## src/inc/oss_pkg.sv

```systemverilog
// Constants and types shared by the output start-up sequencer
package oss_pkg;

   // -------------------------------------------------------------
   // Command codes
   // -------------------------------------------------------------
   localparam logic [7:0]  OSS_CMD_PG_ON    = 8'h5E;
   localparam logic [7:0]  OSS_CMD_PG_OFF   = 8'h5F;
   localparam logic [7:0]  OSS_CMD_DELAY    = 8'h60;
   localparam logic [7:0]  OSS_CMD_RAMP     = 8'h61;
   localparam logic [7:0]  OSS_CMD_TMO_LIM  = 8'h62;
   localparam logic [7:0]  OSS_CMD_TMO_RSP  = 8'h63;

   // -------------------------------------------------------------
   // Reset values
   // -------------------------------------------------------------
   localparam logic [15:0] OSS_RST_PG_ON    = 16'h0000;
   localparam logic [15:0] OSS_RST_PG_OFF   = 16'h0000;
   localparam logic [15:0] OSS_RST_DELAY    = 16'h0000;
   localparam logic [15:0] OSS_RST_RAMP     = 16'h0000;
   localparam logic [15:0] OSS_RST_TMO_LIM  = 16'h0000;
   localparam logic [7:0]  OSS_RST_TMO_RSP  = 8'h00;

   // -------------------------------------------------------------
   // Field layouts
   // -------------------------------------------------------------
   localparam int          OSS_RSP_HI       = 7;
   localparam int          OSS_RSP_LO       = 6;
   localparam int          OSS_RTY_HI       = 5;
   localparam int          OSS_RTY_LO       = 3;
   localparam int          OSS_TIME_HI      = 2;
   localparam int          OSS_TIME_LO      = 0;
   localparam int          OSS_LIN_EXP_HI   = 15;
   localparam int          OSS_LIN_EXP_LO   = 11;
   localparam int          OSS_LIN_MANT_HI  = 10;
   localparam logic [1:0]  OSS_RSP_IGNORE   = 2'h0;
   localparam logic [1:0]  OSS_RSP_DELAY    = 2'h1;
   localparam logic [1:0]  OSS_RSP_DISABLE  = 2'h2;
   localparam logic [1:0]  OSS_RSP_RESUME   = 2'h3;
   localparam logic [2:0]  OSS_RTY_NONE     = 3'h0;
   localparam logic [2:0]  OSS_RTY_FOREVER  = 3'h7;

   // -------------------------------------------------------------
   // Timing
   // -------------------------------------------------------------
   localparam int          OSS_CLK_HZ       = 20_000_000;
   localparam int          OSS_MS_PER_S     = 1000;
   localparam int          OSS_MS_CYC       = OSS_CLK_HZ / OSS_MS_PER_S;
   // Timers count sixteenths of a millisecond
   localparam logic [3:0]  OSS_TICK_SHIFT   = 4'h4;
   localparam int          OSS_TICKS_PER_MS = 16;
   localparam int          OSS_TMR_W        = 24;
   localparam int          OSS_PRE_W        = 16;
   localparam int          OSS_NUM_TMR      = 4;
   localparam int          OSS_T_PHASE      = 0;
   localparam int          OSS_T_TMO        = 1;
   localparam int          OSS_T_FWAIT      = 2;
   localparam int          OSS_T_RETRY      = 3;

   // -------------------------------------------------------------
   // Types
   // -------------------------------------------------------------
   typedef enum logic [2:0] {
      OSS_OFF   = 3'h0,
      OSS_DELAY = 3'h1,
      OSS_RISE  = 3'h3,
      OSS_ON    = 3'h2,
      OSS_FWAIT = 3'h6,
      OSS_RWAIT = 3'h7,
      OSS_LATCH = 3'h5,
      OSS_HOLD  = 3'h4
   } oss_state_t;

   typedef struct packed {
      logic        wr;
      logic        rd;
      logic [7:0]  code;
      logic [15:0] wdata;
   } oss_cmd_t;

   typedef struct packed {
      logic [15:0] pg_on;
      logic [15:0] pg_off;
      logic [15:0] dly;
      logic [15:0] ramp;
      logic [15:0] tmo_lim;
      logic [7:0]  rsp;
   } oss_cfg_t;

   typedef struct packed {
      logic [OSS_TMR_W-1:0] cnt;
      logic [OSS_PRE_W-1:0] pre;
      logic                 run;
      logic                 done;
   } oss_tmr_t;

endpackage : oss_pkg

```

## src/hdl/oss_startup_seq.sv

```systemverilog
// Output start-up sequencer with power-good and start-up timeout handling
`timescale 1ns/100ps
module oss_startup_seq #(
   parameter int MS_CYC = oss_pkg::OSS_MS_CYC
) (
   // Clock and reset
   input  wire logic                  clk,
   input  wire logic                  rst_n,
   // Command port
   input  wire oss_pkg::oss_cmd_t     cmd,
   output logic [15:0]                cmd_rdata,
   output logic                       cmd_ack,
   output logic                       cmd_nack,
   // On/off sources
   input  wire logic                  ctrl_pin,
   input  wire logic                  bias_ok_pin,
   input  wire logic                  op_on,
   input  wire logic                  other_fault,
   input  wire logic                  fault_clear,
   // Measurement and shared settings
   input  wire logic [15:0]           vout_meas,
   input  wire logic [15:0]           uv_fault_limit,
   input  wire logic [7:0]            vout_fault_unit_ms,
   // Outputs
   output logic                       power_good_output,
   output logic                       output_enable,
   output logic                       ramp_active,
   output logic                       startup_fault,
   output logic [2:0]                 retry_count,
   output oss_pkg::oss_state_t        seq_state
);
   import oss_pkg::*;

   // --------------------------------------------------------------
   // State
   // --------------------------------------------------------------
   typedef struct packed {
      oss_cfg_t    cfg;
      oss_state_t  st;
      logic [2:0]  tries;
      logic        tmo_arm;
      logic        fault;
      logic        pg;
      logic        out_en;
      logic        ramp;
      logic [15:0] rdata;
      logic        ack;
      logic        nack;
      logic [1:0]  pin_meta;
      logic [1:0]  pin_sync;
   } oss_core_t;

   localparam oss_cfg_t CFG_RST = '{
      pg_on:   OSS_RST_PG_ON,
      pg_off:  OSS_RST_PG_OFF,
      dly:     OSS_RST_DELAY,
      ramp:    OSS_RST_RAMP,
      tmo_lim: OSS_RST_TMO_LIM,
      rsp:     OSS_RST_TMO_RSP
   };

   oss_core_t              r;
   oss_core_t              nxt;
   logic [OSS_NUM_TMR-1:0] tmr_start;
   logic [OSS_TMR_W-1:0]   tmr_load [OSS_NUM_TMR];
   logic [OSS_NUM_TMR-1:0] tmr_exp;
   logic                   run_ok;
   logic                   reached;
   logic                   tmo_event;
   logic                   launch;
   logic [1:0]             rsp_code;
   logic [2:0]             rty_code;
   logic [OSS_TMR_W-1:0]   unit_ticks;

   // --------------------------------------------------------------
   // Helpers
   // --------------------------------------------------------------
   // Linear format: 5-bit signed exponent, 11-bit mantissa, in ms
   function automatic logic [OSS_TMR_W-1:0] lin_ticks(
      input logic [15:0] v
   );
      logic signed [5:0] sh;
      logic [5:0]        rsh;
      logic [34:0]       wide;
      sh   = $signed({v[OSS_LIN_EXP_HI], v[OSS_LIN_EXP_HI:OSS_LIN_EXP_LO]})
             + $signed({2'b00, OSS_TICK_SHIFT});
      rsh  = 6'(-sh);
      wide = {24'h000000, v[OSS_LIN_MANT_HI:0]};
      if (sh >= 0) begin
         wide = wide << sh[4:0];
      end else begin
         wide = wide >> rsh;
      end
      // Saturate rather than wrap on huge settings
      return (|wide[34:OSS_TMR_W]) ? '1 : wide[OSS_TMR_W-1:0];
   endfunction : lin_ticks

   function automatic oss_state_t retry_next(
      input logic [2:0] rty,
      input logic [2:0] tries
   );
      if (rty == OSS_RTY_NONE) begin
         return OSS_LATCH;
      end else if (rty == OSS_RTY_FOREVER || tries < rty) begin
         return OSS_RWAIT;
      end else begin
         return OSS_LATCH;
      end
   endfunction : retry_next

   assign rsp_code   = r.cfg.rsp[OSS_RSP_HI:OSS_RSP_LO];
   assign rty_code   = r.cfg.rsp[OSS_RTY_HI:OSS_RTY_LO];
   // Two to the field value of the voltage fault unit, in ticks
   assign unit_ticks = OSS_TMR_W'({16'h0000, vout_fault_unit_ms}
                       << ({1'b0, r.cfg.rsp[OSS_TIME_HI:OSS_TIME_LO]}
                           + OSS_TICK_SHIFT));

   assign run_ok  = r.pin_sync[1] & r.pin_sync[0] & op_on & ~other_fault;
   assign reached = (vout_meas >= uv_fault_limit);
   assign tmo_event = r.tmo_arm & tmr_exp[OSS_T_TMO] & ~reached & run_ok
                      & (r.st == OSS_DELAY || r.st == OSS_RISE
                         || r.st == OSS_ON);

   // --------------------------------------------------------------
   // Timers
   // --------------------------------------------------------------
   for (genvar g = 0; g < OSS_NUM_TMR; g++) begin : g_tmr
      oss_tick_timer #(
         .TICK_DIV (MS_CYC / OSS_TICKS_PER_MS)
      ) u_tmr (
         .clk     (clk),
         .rst_n   (rst_n),
         .start   (tmr_start[g]),
         .load    (tmr_load[g]),
         .expired (tmr_exp[g])
      );
   end

   // --------------------------------------------------------------
   // Next state
   // --------------------------------------------------------------
   always_comb begin
      nxt       = r;
      tmr_start = '0;
      launch    = 1'b0;
      for (int i = 0; i < OSS_NUM_TMR; i++) begin
         tmr_load[i] = '0;
      end
      nxt.pin_meta = {ctrl_pin, bias_ok_pin};
      nxt.pin_sync = r.pin_meta;
      nxt.ack      = 1'b0;
      nxt.nack     = 1'b0;

      // Command decode
      if (cmd.wr || cmd.rd) begin
         nxt.ack = 1'b1;
         case (cmd.code)
            OSS_CMD_PG_ON:   nxt.rdata = r.cfg.pg_on;
            OSS_CMD_PG_OFF:  nxt.rdata = r.cfg.pg_off;
            OSS_CMD_DELAY:   nxt.rdata = r.cfg.dly;
            OSS_CMD_RAMP:    nxt.rdata = r.cfg.ramp;
            OSS_CMD_TMO_LIM: nxt.rdata = r.cfg.tmo_lim;
            OSS_CMD_TMO_RSP: nxt.rdata = {8'h00, r.cfg.rsp};
            default: begin
               nxt.rdata = 16'h0000;
               nxt.ack   = 1'b0;
               nxt.nack  = 1'b1;
            end
         endcase
         if (cmd.wr) begin
            case (cmd.code)
               OSS_CMD_PG_ON:   nxt.cfg.pg_on   = cmd.wdata;
               OSS_CMD_PG_OFF:  nxt.cfg.pg_off  = cmd.wdata;
               OSS_CMD_DELAY:   nxt.cfg.dly     = cmd.wdata;
               OSS_CMD_RAMP:    nxt.cfg.ramp    = cmd.wdata;
               OSS_CMD_TMO_LIM: nxt.cfg.tmo_lim = cmd.wdata;
               OSS_CMD_TMO_RSP: nxt.cfg.rsp     = cmd.wdata[7:0];
               default:         nxt.cfg         = r.cfg;
            endcase
         end
      end

      // Power-good with hysteresis; deassert wins on overlap
      if (vout_meas <= r.cfg.pg_off) begin
         nxt.pg = 1'b0;
      end else if (vout_meas >= r.cfg.pg_on) begin
         nxt.pg = 1'b1;
      end

      // Set wins over clear
      nxt.fault = (r.fault & ~fault_clear) | tmo_event;

      if (reached) begin
         nxt.tmo_arm = 1'b0;
         if (r.st == OSS_ON) begin
            nxt.tries = 3'h0;
         end
      end

      // Sequencer
      if (!run_ok) begin
         nxt.st      = OSS_OFF;
         nxt.tries   = 3'h0;
         nxt.tmo_arm = 1'b0;
      end else begin
         unique case (r.st)
            OSS_OFF:   launch = 1'b1;
            OSS_DELAY: begin
               if (tmr_exp[OSS_T_PHASE]) begin
                  nxt.st = OSS_RISE;
                  tmr_start[OSS_T_PHASE] = 1'b1;
                  tmr_load[OSS_T_PHASE]  = lin_ticks(r.cfg.ramp);
               end
            end
            OSS_RISE: begin
               if (tmr_exp[OSS_T_PHASE]) begin
                  nxt.st = OSS_ON;
               end
            end
            OSS_ON:    nxt.st = OSS_ON;
            OSS_FWAIT: begin
               if (tmr_exp[OSS_T_FWAIT]) begin
                  nxt.st = reached ? OSS_ON
                                   : retry_next(rty_code, r.tries);
               end
            end
            OSS_RWAIT: begin
               // Spacing timer was started with the previous attempt
               if (tmr_exp[OSS_T_RETRY]) begin
                  launch = 1'b1;
                  if (r.tries != 3'h7) begin
                     nxt.tries = r.tries + 3'h1;
                  end
               end
            end
            OSS_LATCH: begin
               if (fault_clear) begin
                  nxt.st = OSS_OFF;
               end
            end
            OSS_HOLD: begin
               if (!r.fault) begin
                  launch = 1'b1;
               end
            end
         endcase

         if (tmo_event) begin
            unique case (rsp_code)
               OSS_RSP_IGNORE:  nxt.tmo_arm = 1'b0;
               OSS_RSP_DELAY: begin
                  nxt.st = OSS_FWAIT;
                  nxt.tmo_arm = 1'b0;
                  tmr_start[OSS_T_FWAIT] = 1'b1;
                  tmr_load[OSS_T_FWAIT]  = unit_ticks;
               end
               OSS_RSP_DISABLE: begin
                  nxt.st = retry_next(rty_code, r.tries);
                  nxt.tmo_arm = 1'b0;
               end
               OSS_RSP_RESUME: begin
                  nxt.st = OSS_HOLD;
                  nxt.tmo_arm = 1'b0;
               end
            endcase
         end

         if (launch) begin
            nxt.st = OSS_DELAY;
            tmr_start = '1;
            tmr_start[OSS_T_FWAIT] = 1'b0;
            tmr_load[OSS_T_PHASE]  = lin_ticks(r.cfg.dly);
            tmr_load[OSS_T_TMO]    = lin_ticks(r.cfg.tmo_lim);
            tmr_load[OSS_T_RETRY]  = unit_ticks;
            nxt.tmo_arm = (r.cfg.tmo_lim != 16'h0000);
         end
      end

      nxt.out_en = (nxt.st == OSS_RISE) || (nxt.st == OSS_ON)
                   || (nxt.st == OSS_FWAIT);
      nxt.ramp   = (nxt.st == OSS_RISE);
   end

   always_ff @(posedge clk or negedge rst_n) begin
      if (!rst_n) begin
         r     <= '0;
         r.cfg <= CFG_RST;
      end else begin
         r <= nxt;
      end
   end

   // --------------------------------------------------------------
   // Outputs
   // --------------------------------------------------------------
   assign cmd_rdata         = r.rdata;
   assign cmd_ack           = r.ack;
   assign cmd_nack          = r.nack;
   assign power_good_output = r.pg;
   assign output_enable     = r.out_en;
   assign ramp_active       = r.ramp;
   assign startup_fault     = r.fault;
   assign retry_count       = r.tries;
   assign seq_state         = r.st;
endmodule : oss_startup_seq

```

## src/hdl/oss_tick_timer.sv

```systemverilog
// One-shot timer counting sixteenths of a millisecond
`timescale 1ns/100ps
module oss_tick_timer #(
   parameter int TICK_DIV = oss_pkg::OSS_MS_CYC / oss_pkg::OSS_TICKS_PER_MS
) (
   // Clock and reset
   input  wire logic                           clk,
   input  wire logic                           rst_n,
   // Control
   input  wire logic                           start,
   input  wire logic [oss_pkg::OSS_TMR_W-1:0]  load,
   // Status
   output logic                                expired
);
   import oss_pkg::*;

   localparam logic [OSS_PRE_W-1:0] PRE_LAST = OSS_PRE_W'(TICK_DIV - 1);
   localparam logic [OSS_TMR_W-1:0] CNT_ONE  = OSS_TMR_W'(1);

   oss_tmr_t r;
   oss_tmr_t nxt;

   always_comb begin
      nxt = r;
      if (start) begin
         // Zero load expires at once
         nxt.cnt  = load;
         nxt.pre  = '0;
         nxt.run  = (load != '0);
         nxt.done = (load == '0);
      end else if (r.run) begin
         if (r.pre == PRE_LAST) begin
            nxt.pre = '0;
            if (r.cnt == CNT_ONE) begin
               nxt.run  = 1'b0;
               nxt.done = 1'b1;
            end else begin
               nxt.cnt = r.cnt - CNT_ONE;
            end
         end else begin
            nxt.pre = r.pre + OSS_PRE_W'(1);
         end
      end
   end

   always_ff @(posedge clk or negedge rst_n) begin
      if (!rst_n) begin
         r <= '0;
      end else begin
         r <= nxt;
      end
   end

   assign expired = r.done;

endmodule : oss_tick_timer

```

## config.mk

```make
export PLATFORM = sky130hd
export DESIGN_NAME = oss_startup_seq
export DESIGN_NICKNAME = d
export VERILOG_FILES = /design/src/inc/oss_pkg.sv /design/src/hdl/oss_startup_seq.sv /design/src/hdl/oss_tick_timer.sv
export SDC_FILE = /design/constraint.sdc
export NUM_CORES = 1
export LEC_CHECK = 0
export BUFFER_PORTS_ARGS = -buffer_cell sky130_fd_sc_hd__buf_2
export CAP_MARGIN = 30
export CORE_MARGIN = 4
export CORE_UTILIZATION = 60
export CTS_BUF_LIST = sky130_fd_sc_hd__clkbuf_16
export DETAILED_ROUTE_END_ITERATION = 10
export GPL_TIMING_DRIVEN = 0
export PLACE_DENSITY = 0.8
export SLEW_MARGIN = 20
export SYNTH_ARGS = -nofsm -noshare
export SYNTH_HDL_FRONTEND = slang
export SYNTH_SLANG_ARGS = --single-unit
```

## constraint.sdc

```tcl
create_clock -name clk -period 5.2 [get_ports clk]
set_input_delay 0.78 -clock clk [delete_from_list [all_inputs] [get_ports clk]]
set_output_delay 0.78 -clock clk [all_outputs]
set_load 0.03 [all_outputs]
```

==> flow_metrics.py, run 1 <==
metrics = {
    "clocking": {
        "numCtsBuffers": 34,
        "post_cts_buffers": 0,
        "ctsRootBufferMaster": "clkbuf_16",
        "clock_sinks": 289,
        "ctsHoldBuffers": 0,
        "cts_buffer_depth": 3,
        "path_clk_slew_ns": 0.06,
        "h-tree-depth": 2,
        "clk_latency_ns": 0.55,
        "postCtsResizedCells": 0,
        "cts_tree": "built",
    },
    "grt": {
        "grt_pass1_wl_um": 110000,
        "overflow": 0,
        "antenna_found_initial": 0,
        "grt_usage_pct": 34.1,
        "grt_max_degree": 84,
        "grt_pass1_vias": 20800,
    },
    "floorplanning": {
        "die_h_um": 199,
        "die_x_um": 199,
        "io_pins": 101,
        "fp-row-count": 69,
        "die_area_um2": 39500,
        "initial_core_util_pct": 61.1,
        "core_um2": 35700,
    },
    "setup_path": {
        "worst_setup_path_end_kind": "flip-flop",
        "path_cells": "buf_2 > buf_2 > clkinv_1 > buf_1 > ha_1 > clkbuf_1 > buf_1 > mux2i_1 > o22ai_1 > nor4bb_1 > a21oi_1 > o21ai_0 > o31ai_1 > nand4_1 > a2111oi_2 > nand4_1 > a21boi_1",
        "slowest_stage": "buf_1",
        "critPathMaxFanout": 10,
        "worstPathArrival_ns": 5.36,
        "startpoint_type": "flip-flop",
        "worstSetupPathType": "reg2reg",
        "cpPeakStageDelay_ns": 0.48,
        "worstPathRequired_ns": 5.60,
    },
    "cells_and_area": {
        "nets": 2900,
        "drive_gt1_share_pct": 12.7,
        "area_delta_synth_final_pct": 10.3,
        "utilization_pct": 67.4,
        "fin_cells": 3240,
        "nFillCells": 2929,
        "n_antenna_cell": 0,
    },
    "pwr": {
        "p_per_area_nw_per_um2": 275,
        "power.total_w": 0.00663,
        "leakage_nw": 10.5,
        "ir_drop_uv": 232,
    },
    "route": {
        "wl_per_cell_um": 21.2,
        "wirelength_um": 68600,
        "met3_length_um": 5880,
        "drc": 0,
        "wl_met1_um": 27600,
        "dr_total_vias": 21600,
        "wl_met2_um": 31900,
        "drtIter0Drc": 1962,
        "postRouteAntennaNets": 0,
        "top_layer": "met4",
        "drtPass1Iterations": 6,
        "via_per_inst": 6.65,
    },
    "sta": {
        "period_minus_slack_ns": 4.96,
        "rsz0062_at_grt": "false",
        "timing.setup.tns_ns": 0,
        "final-max-slew-violation-count": 0,
        "post-route-period-util_pct": 95.4,
        "fin_worst_skew_ns": 0.0234,
        "relSlewSlack_pct": 38.0,
        "setup_viol": 0,
        "holdWs_ns": 0.150,
        "finalHoldViolations": 0,
        "max_clock_freq_mhz": 202,
        "tightest_slew_ns": 0.923,
    },
    "yosys": {
        "yosysSeqAreaShare_pct": 33.1,
        "ys_types": 86,
        "avgSynthCellArea_um2": 8.37,
        "synth_edf_count": 0,
        "synth_ff_type": "dfrtp_1",
        "synth_cells": 2610,
        "synthArstFlopShare_pct": 100,
        "synth_area_um2": 21900,
        "yosys_register_bits": 289,
        "yosysWarnings": 0,
        "syn_nets": 2757,
    },
    "placed_design": {
        "dp_cells": 3176,
        "place.gp.congestion": 0.995,
        "portBuffers": 99,
        "dp_hpwl_um": 51000,
    },
    "flow_run": {
        "max_cap_viol_count": 0,
    },
    "outcome": {
        "status": "completed",
    },
    "hold_path": {
        "worstHoldPathType": "in2async",
    },
}
[worst max-delay path: cells and delay by family, from the launching register on]
family                     cells  cell delay (ns)
and+or+nand+nor                3             0.59
buffers and inverters          6             1.76
AOI/OAI and AO/OA              6             1.44
muxes                          1             0.30
DFF                            1             0.32
adders and majority gates      1             0.37
[through the flow]
step / cell area [um2] / setup WS (ns)
6_report: 24100 / 0.240
5_1_grt: 24100 / 0.0131
4_1_cts: 24100 / 0.377
3_5_place_dp: 23000 / 0.390
3_3_place_gp: 22900 / -1.94
2_1_floorplan: 21900 / 1.18
[final cells by class]
type                    instances  area (um2)  share of cell area [%]
repair buffers                107         616                    2.55
multi-input cells            2035       13400                    55.7
clock inverters                27         166                   0.691
clock buffers                  35         876                    3.63
inverters                      92         345                    1.43
flip-flops and latches        289        7230                    30.0
plain buffers                 194         870                    3.61
well taps                     461         577                    2.39
[layer usage]
metal	vias up	track usage [%]
met2	1126	56.0
met3	226	5.69
met5	-	0
met1	10400	45.2
met4	0	14.0
li1	9822	-
[sequential cells by signal, summed over array words and instances, names as in the netlist, 2 cells and up]
signal	flops
cmd_rdata	16
g_tmr.u_tmr.expired	4
g_tmr.u_tmr.r	164
nxt	2
r	91
retry_count	3
seq_state	3
[worst paths after layout]
path                          start              endpoint  slack [ns]  cells past startpoint
max                           r[84]   g_tmr[0].u_tmr.r[1]        0.24                     17
max reg2reg                   r[84]   g_tmr[0].u_tmr.r[1]        0.24                     17
min reg2reg                  nxt[1]                  r[1]        0.36                      0
max in group asynchronous     rst_n                 r[70]        3.87                      3
min                           rst_n  g_tmr[2].u_tmr.r[15]        0.15                      1
min in group clk           ctrl_pin                nxt[1]        0.34                      1
[Yosys cell counts, types with 74 or more instances]
cell | n | share of area (%)
a21oi_1 | 129 | 3.0
clkbuf_1 | 131 | 2.2
dfrtp_1 | 289 | 33
ha_1 | 74 | 4.2
inv_1 | 89 | 1.5
mux2_2 | 91 | 4.7
mux2i_1 | 100 | 4.6
nand2_1 | 276 | 4.7
nand3_1 | 83 | 1.9
nor2_1 | 248 | 4.3
nor3_1 | 74 | 1.7
o21ai_0 | 267 | 6.1
[cells in the final DEF, fill, tap and decap left out, drive strengths merged, types with 22 or more instances in the layout]
| cell type | instances |
|---|---|
| nor2b | 23 |
| nand4 | 35 |
| xnor2 | 34 |
| inv | 100 |
| mux2i | 100 |
| a21oi | 131 |
| o22ai | 37 |
| a21o | 26 |
| nor3 | 74 |
| xor2 | 31 |
| o21ai | 268 |
| mux4 | 34 |
| a22oi | 32 |
| nor2 | 248 |
| nand2b | 24 |
| buf | 167 |
| a31oi | 24 |
| and3 | 44 |
| nor4 | 29 |
| dfrtp | 289 |
| nand3 | 83 |
| nand2 | 276 |
| clkbuf | 169 |
| mux2 | 91 |
| ha | 74 |
| and2 | 22 |
[cells by family (layout without fill, tap and decap cells)]
family,count (synthesis),after routing,synth area share [%]
buffers and inverters,286,455,5.56
and+or+nand+nor,950,950,20.9
DFF,289,289,33.1
xor gates and xnor gates,65,65,2.60
AOI/OAI and AO/OA,721,721,20.8
muxes,225,225,12.8
adders and majority gates,74,74,4.24
[power breakdown]
group	switching (W)	internal, W	total, W	leakage [nW]
registers	0.000210	0.00246	0.00267	3.73
logic	0.00108	0.000621	0.00170	6.28
clock network	0.000984	0.00128	0.00226	0.526
total	0.00228	0.00435	0.00663	10.5
Power figures use the tool's default switching activity.
==> run 2, diff against run 1 <==
--- a/config.mk
+++ b/config.mk
@@ -5,6 +5,7 @@
 export SDC_FILE = /design/constraint.sdc
 export NUM_CORES = 1
 export LEC_CHECK = 0
+export ABC_AREA = 1
 export BUFFER_PORTS_ARGS = -buffer_cell sky130_fd_sc_hd__buf_2
 export CAP_MARGIN = 30
 export CORE_MARGIN = 4
==> run 2 against run 1 <==
Compared with the run above: total power grew 11%; final area shrank 1.3%; largest cell class unchanged; largest power group unchanged; clock power grew 2%; cell count grew 18%; register-to-register slack gained 1.7 ns; core utilization shrank 0.40 points; non-clock buffer count shrank 66; sequential share of layout area grew 0.40 points; critical path depth shrank 2.
==> flow_metrics.py, run 2 <==
metrics = {
    "outcome": {
        "status": "completed",
    },
    "clocking": {
        "postCtsResizedCells": 0,
        "ctsHoldBuffers": 0,
        "path_clk_slew_ns": 0.06,
        "cts_tree": "built",
        "clk_latency_ns": 0.54,
        "post_cts_buffers": 0,
        "clock_sinks": 289,
        "h-tree-depth": 2,
        "numCtsBuffers": 34,
        "ctsRootBufferMaster": "clkbuf_16",
        "cts_buffer_depth": 3,
    },
    "route": {
        "wl_per_cell_um": 17.6,
        "postRouteAntennaNets": 0,
        "drtPass1Iterations": 8,
        "drc": 0,
        "via_per_inst": 6.04,
        "drtIter0Drc": 2192,
        "wirelength_um": 67400,
        "dr_total_vias": 23100,
    },
    "sta": {
        "rsz0062_at_grt": "false",
        "setup_viol": 0,
        "worst_slack_ns": 1.69,
        "period_minus_slack_ns": 3.51,
        "relSlewSlack_pct": 39.7,
        "final-max-slew-violation-count": 0,
        "timing.setup.tns_ns": 0,
        "max_clock_freq_mhz": 284,
        "post-route-period-util_pct": 67.6,
        "tightest_slew_ns": 0.898,
        "finalHoldViolations": 0,
        "fin_worst_skew_ns": 0.0293,
    },
    "yosys": {
        "synth_edf_count": 0,
        "yosysTopAreaCell": "dfrtp_1",
        "yosysWarnings": 0,
        "synthArstFlopShare_pct": 100,
        "synth_ff_type": "dfrtp_1",
        "syn_nets": 3351,
        "yosys_register_bits": 289,
        "synth_area_leaders": "dfrtp_1 34%, nand2_1 14%, nand3_1 6.6%",
        "yosysSeqAreaShare_pct": 33.6,
        "yosys-top-cells-count": "813 x nand2_1, 341 x inv_1, 321 x nor2_1, 289 x dfrtp_1, 284 x nand3_1",
        "yosysTopAreaCellShare_pct": 33.6,
        "synthMostInstantiatedCell": "nand2_1",
        "avgSynthCellArea_um2": 6.73,
        "synth_cells": 3204,
        "ys_types": 61,
        "synth_area_um2": 21500,
    },
    "setup_path": {
        "worstPathArrival_ns": 3.92,
        "worstPathRequired_ns": 5.60,
        "critPathMaxFanout": 10,
        "worstSetupPathType": "in2reg",
        "startpoint": "vout_meas[15]",
        "rr_startpoint": "r[87]",
        "worst_setup_path_end_kind": "flip-flop",
        "startpoint_type": "input pin",
    },
    "floorplanning": {
        "core_um2": 35500,
        "initial_core_util_pct": 60.7,
        "io_pins": 101,
        "die_area_um2": 39000,
        "die_h_um": 198,
        "die_x_um": 198,
        "fp-row-count": 69,
    },
    "cells_and_area": {
        "area_delta_synth_final_pct": 10.4,
        "n_antenna_cell": 0,
        "finish.instance_area_um2": 23800,
        "utilization_pct": 67.0,
        "layout_commonest_cell": "nand2_1",
        "final_cell_mix": "813 x nand2_1, 346 x inv_1, 321 x nor2_1",
        "top_register": "g_tmr.u_tmr.r",
        "drive_gt1_share_pct": 8.08,
        "nets": 3489,
        "largest_reg_flops": 164,
    },
    "pwr": {
        "ir_drop_uv": 388,
        "leakage_nw": 11.3,
        "power.total_w": 0.00739,
        "p_per_area_nw_per_um2": 311,
    },
    "grt": {
        "grt_usage_pct": 33.6,
        "grt_pass1_wl_um": 109000,
        "grt_max_degree": 98,
        "grt_pass1_vias": 22100,
        "overflow": 0,
        "antenna_found_initial": 0,
    },
    "placed_design": {
        "dp_hpwl_um": 51900,
        "portBuffers": 99,
        "place.gp.congestion": 0.999,
        "pre_cts_slack_ns": 1.22,
        "post_dp_cell_area_um2": 22700,
    },
    "hold_path": {
        "worstHoldPathType": "in2async",
    },
    "flow_run": {
        "max_cap_viol_count": 0,
    },
}
-- run 2: cell count changes in the layout (fill, tap and decap cells not counted), sizes merged, moves of 23 or more --
cell	previous run	this run
mux4	34	0
nand2	276	824
nor2b	23	0
a21o	26	1
mux2i	100	4
nor2	248	334
and3	44	6
nand3	83	286
mux2	91	1
nand2b	24	0
inv	100	361
a21oi	131	181
clkbuf	169	97
xor2	31	56
-- run 2: worst paths after layout --
kind / slack, ns / cells after the start / endpoint
hold reg to reg: 0.34 / 0 / r[1]
setup / recovery: 1.69 / 15 / g_tmr[2].u_tmr.r[7]
min in group clk: 0.34 / 0 / r[1]
setup reg to reg: 1.91 / 18 / g_tmr[0].u_tmr.r[1]
hold / removal: 0.16 / 1 / g_tmr[2].u_tmr.r[6]
max in group asynchronous: 3.94 / 3 / r[66]
-- run 2: critical path: stages --
cell     delay, ns
buf_2         0.13
ha_1          0.33
nand2_1       0.11
inv_1         0.04
nand3_1       0.09
inv_1         0.05
a21oi_1       0.18
nand3_1       0.37
nor2_1        0.30
nand2_1       0.13
nor2_1        0.42
inv_1         0.27
nand3_1       0.29
buf_2         0.30
o22ai_1       0.11
-- run 2: per-layer routing --
| layer | vias up | track usage, % | routed length [um] |
|---|---|---|---|
| li1 | 11000 | - | - |
| met1 | 10800 | 44.3 | 27400 |
| met2 | 1088 | 56.9 | 32000 |
| met3 | 206 | 4.88 | 5530 |
| met4 | 0 | 11.8 | 2430 |
| met5 | - | 0 | 0 |
-- run 2: where the power goes --
group / switching, W / internal (W)
sequential: 0.000366 / 0.00260
clock: 0.000981 / 0.00133
combinational: 0.00138 / 0.000736
-- run 2: through the flow --
step	cells	hold slack, ns
CTS	3829	0.174
finish	3829	0.161
floorplan	3204	0.331
global route	3829	0.192
global placement	3764	0.332
detailed placement	3767	0.336
-- run 2: layout make-up --
class,instances,area [um2]
repair buffers,102,588
multi-input cells,2420,12300
plain buffers,133,683
clock buffers,35,876
clock inverters,27,191
well taps,461,577
inverters,362,1360
fillers,3180,11700
flip-flops and latches,289,7230
-- run 2: kinds of logic (layout without fill, tap and decap cells) --
kind of cell             after synthesis  after routing  share of synthesized area (%)
buffers and inverters                495            659                           9.48
AND/OR/NAND/NOR                     1619           1619                           32.1
multiplexers                           5              5                          0.238
XOR/XNOR                              76             76                           3.12
AO/OA/AOI/OAI                        646            646                           17.2
adder cells (fa/ha/maj)               74             74                           4.30
flip-flops                           289            289                           33.6
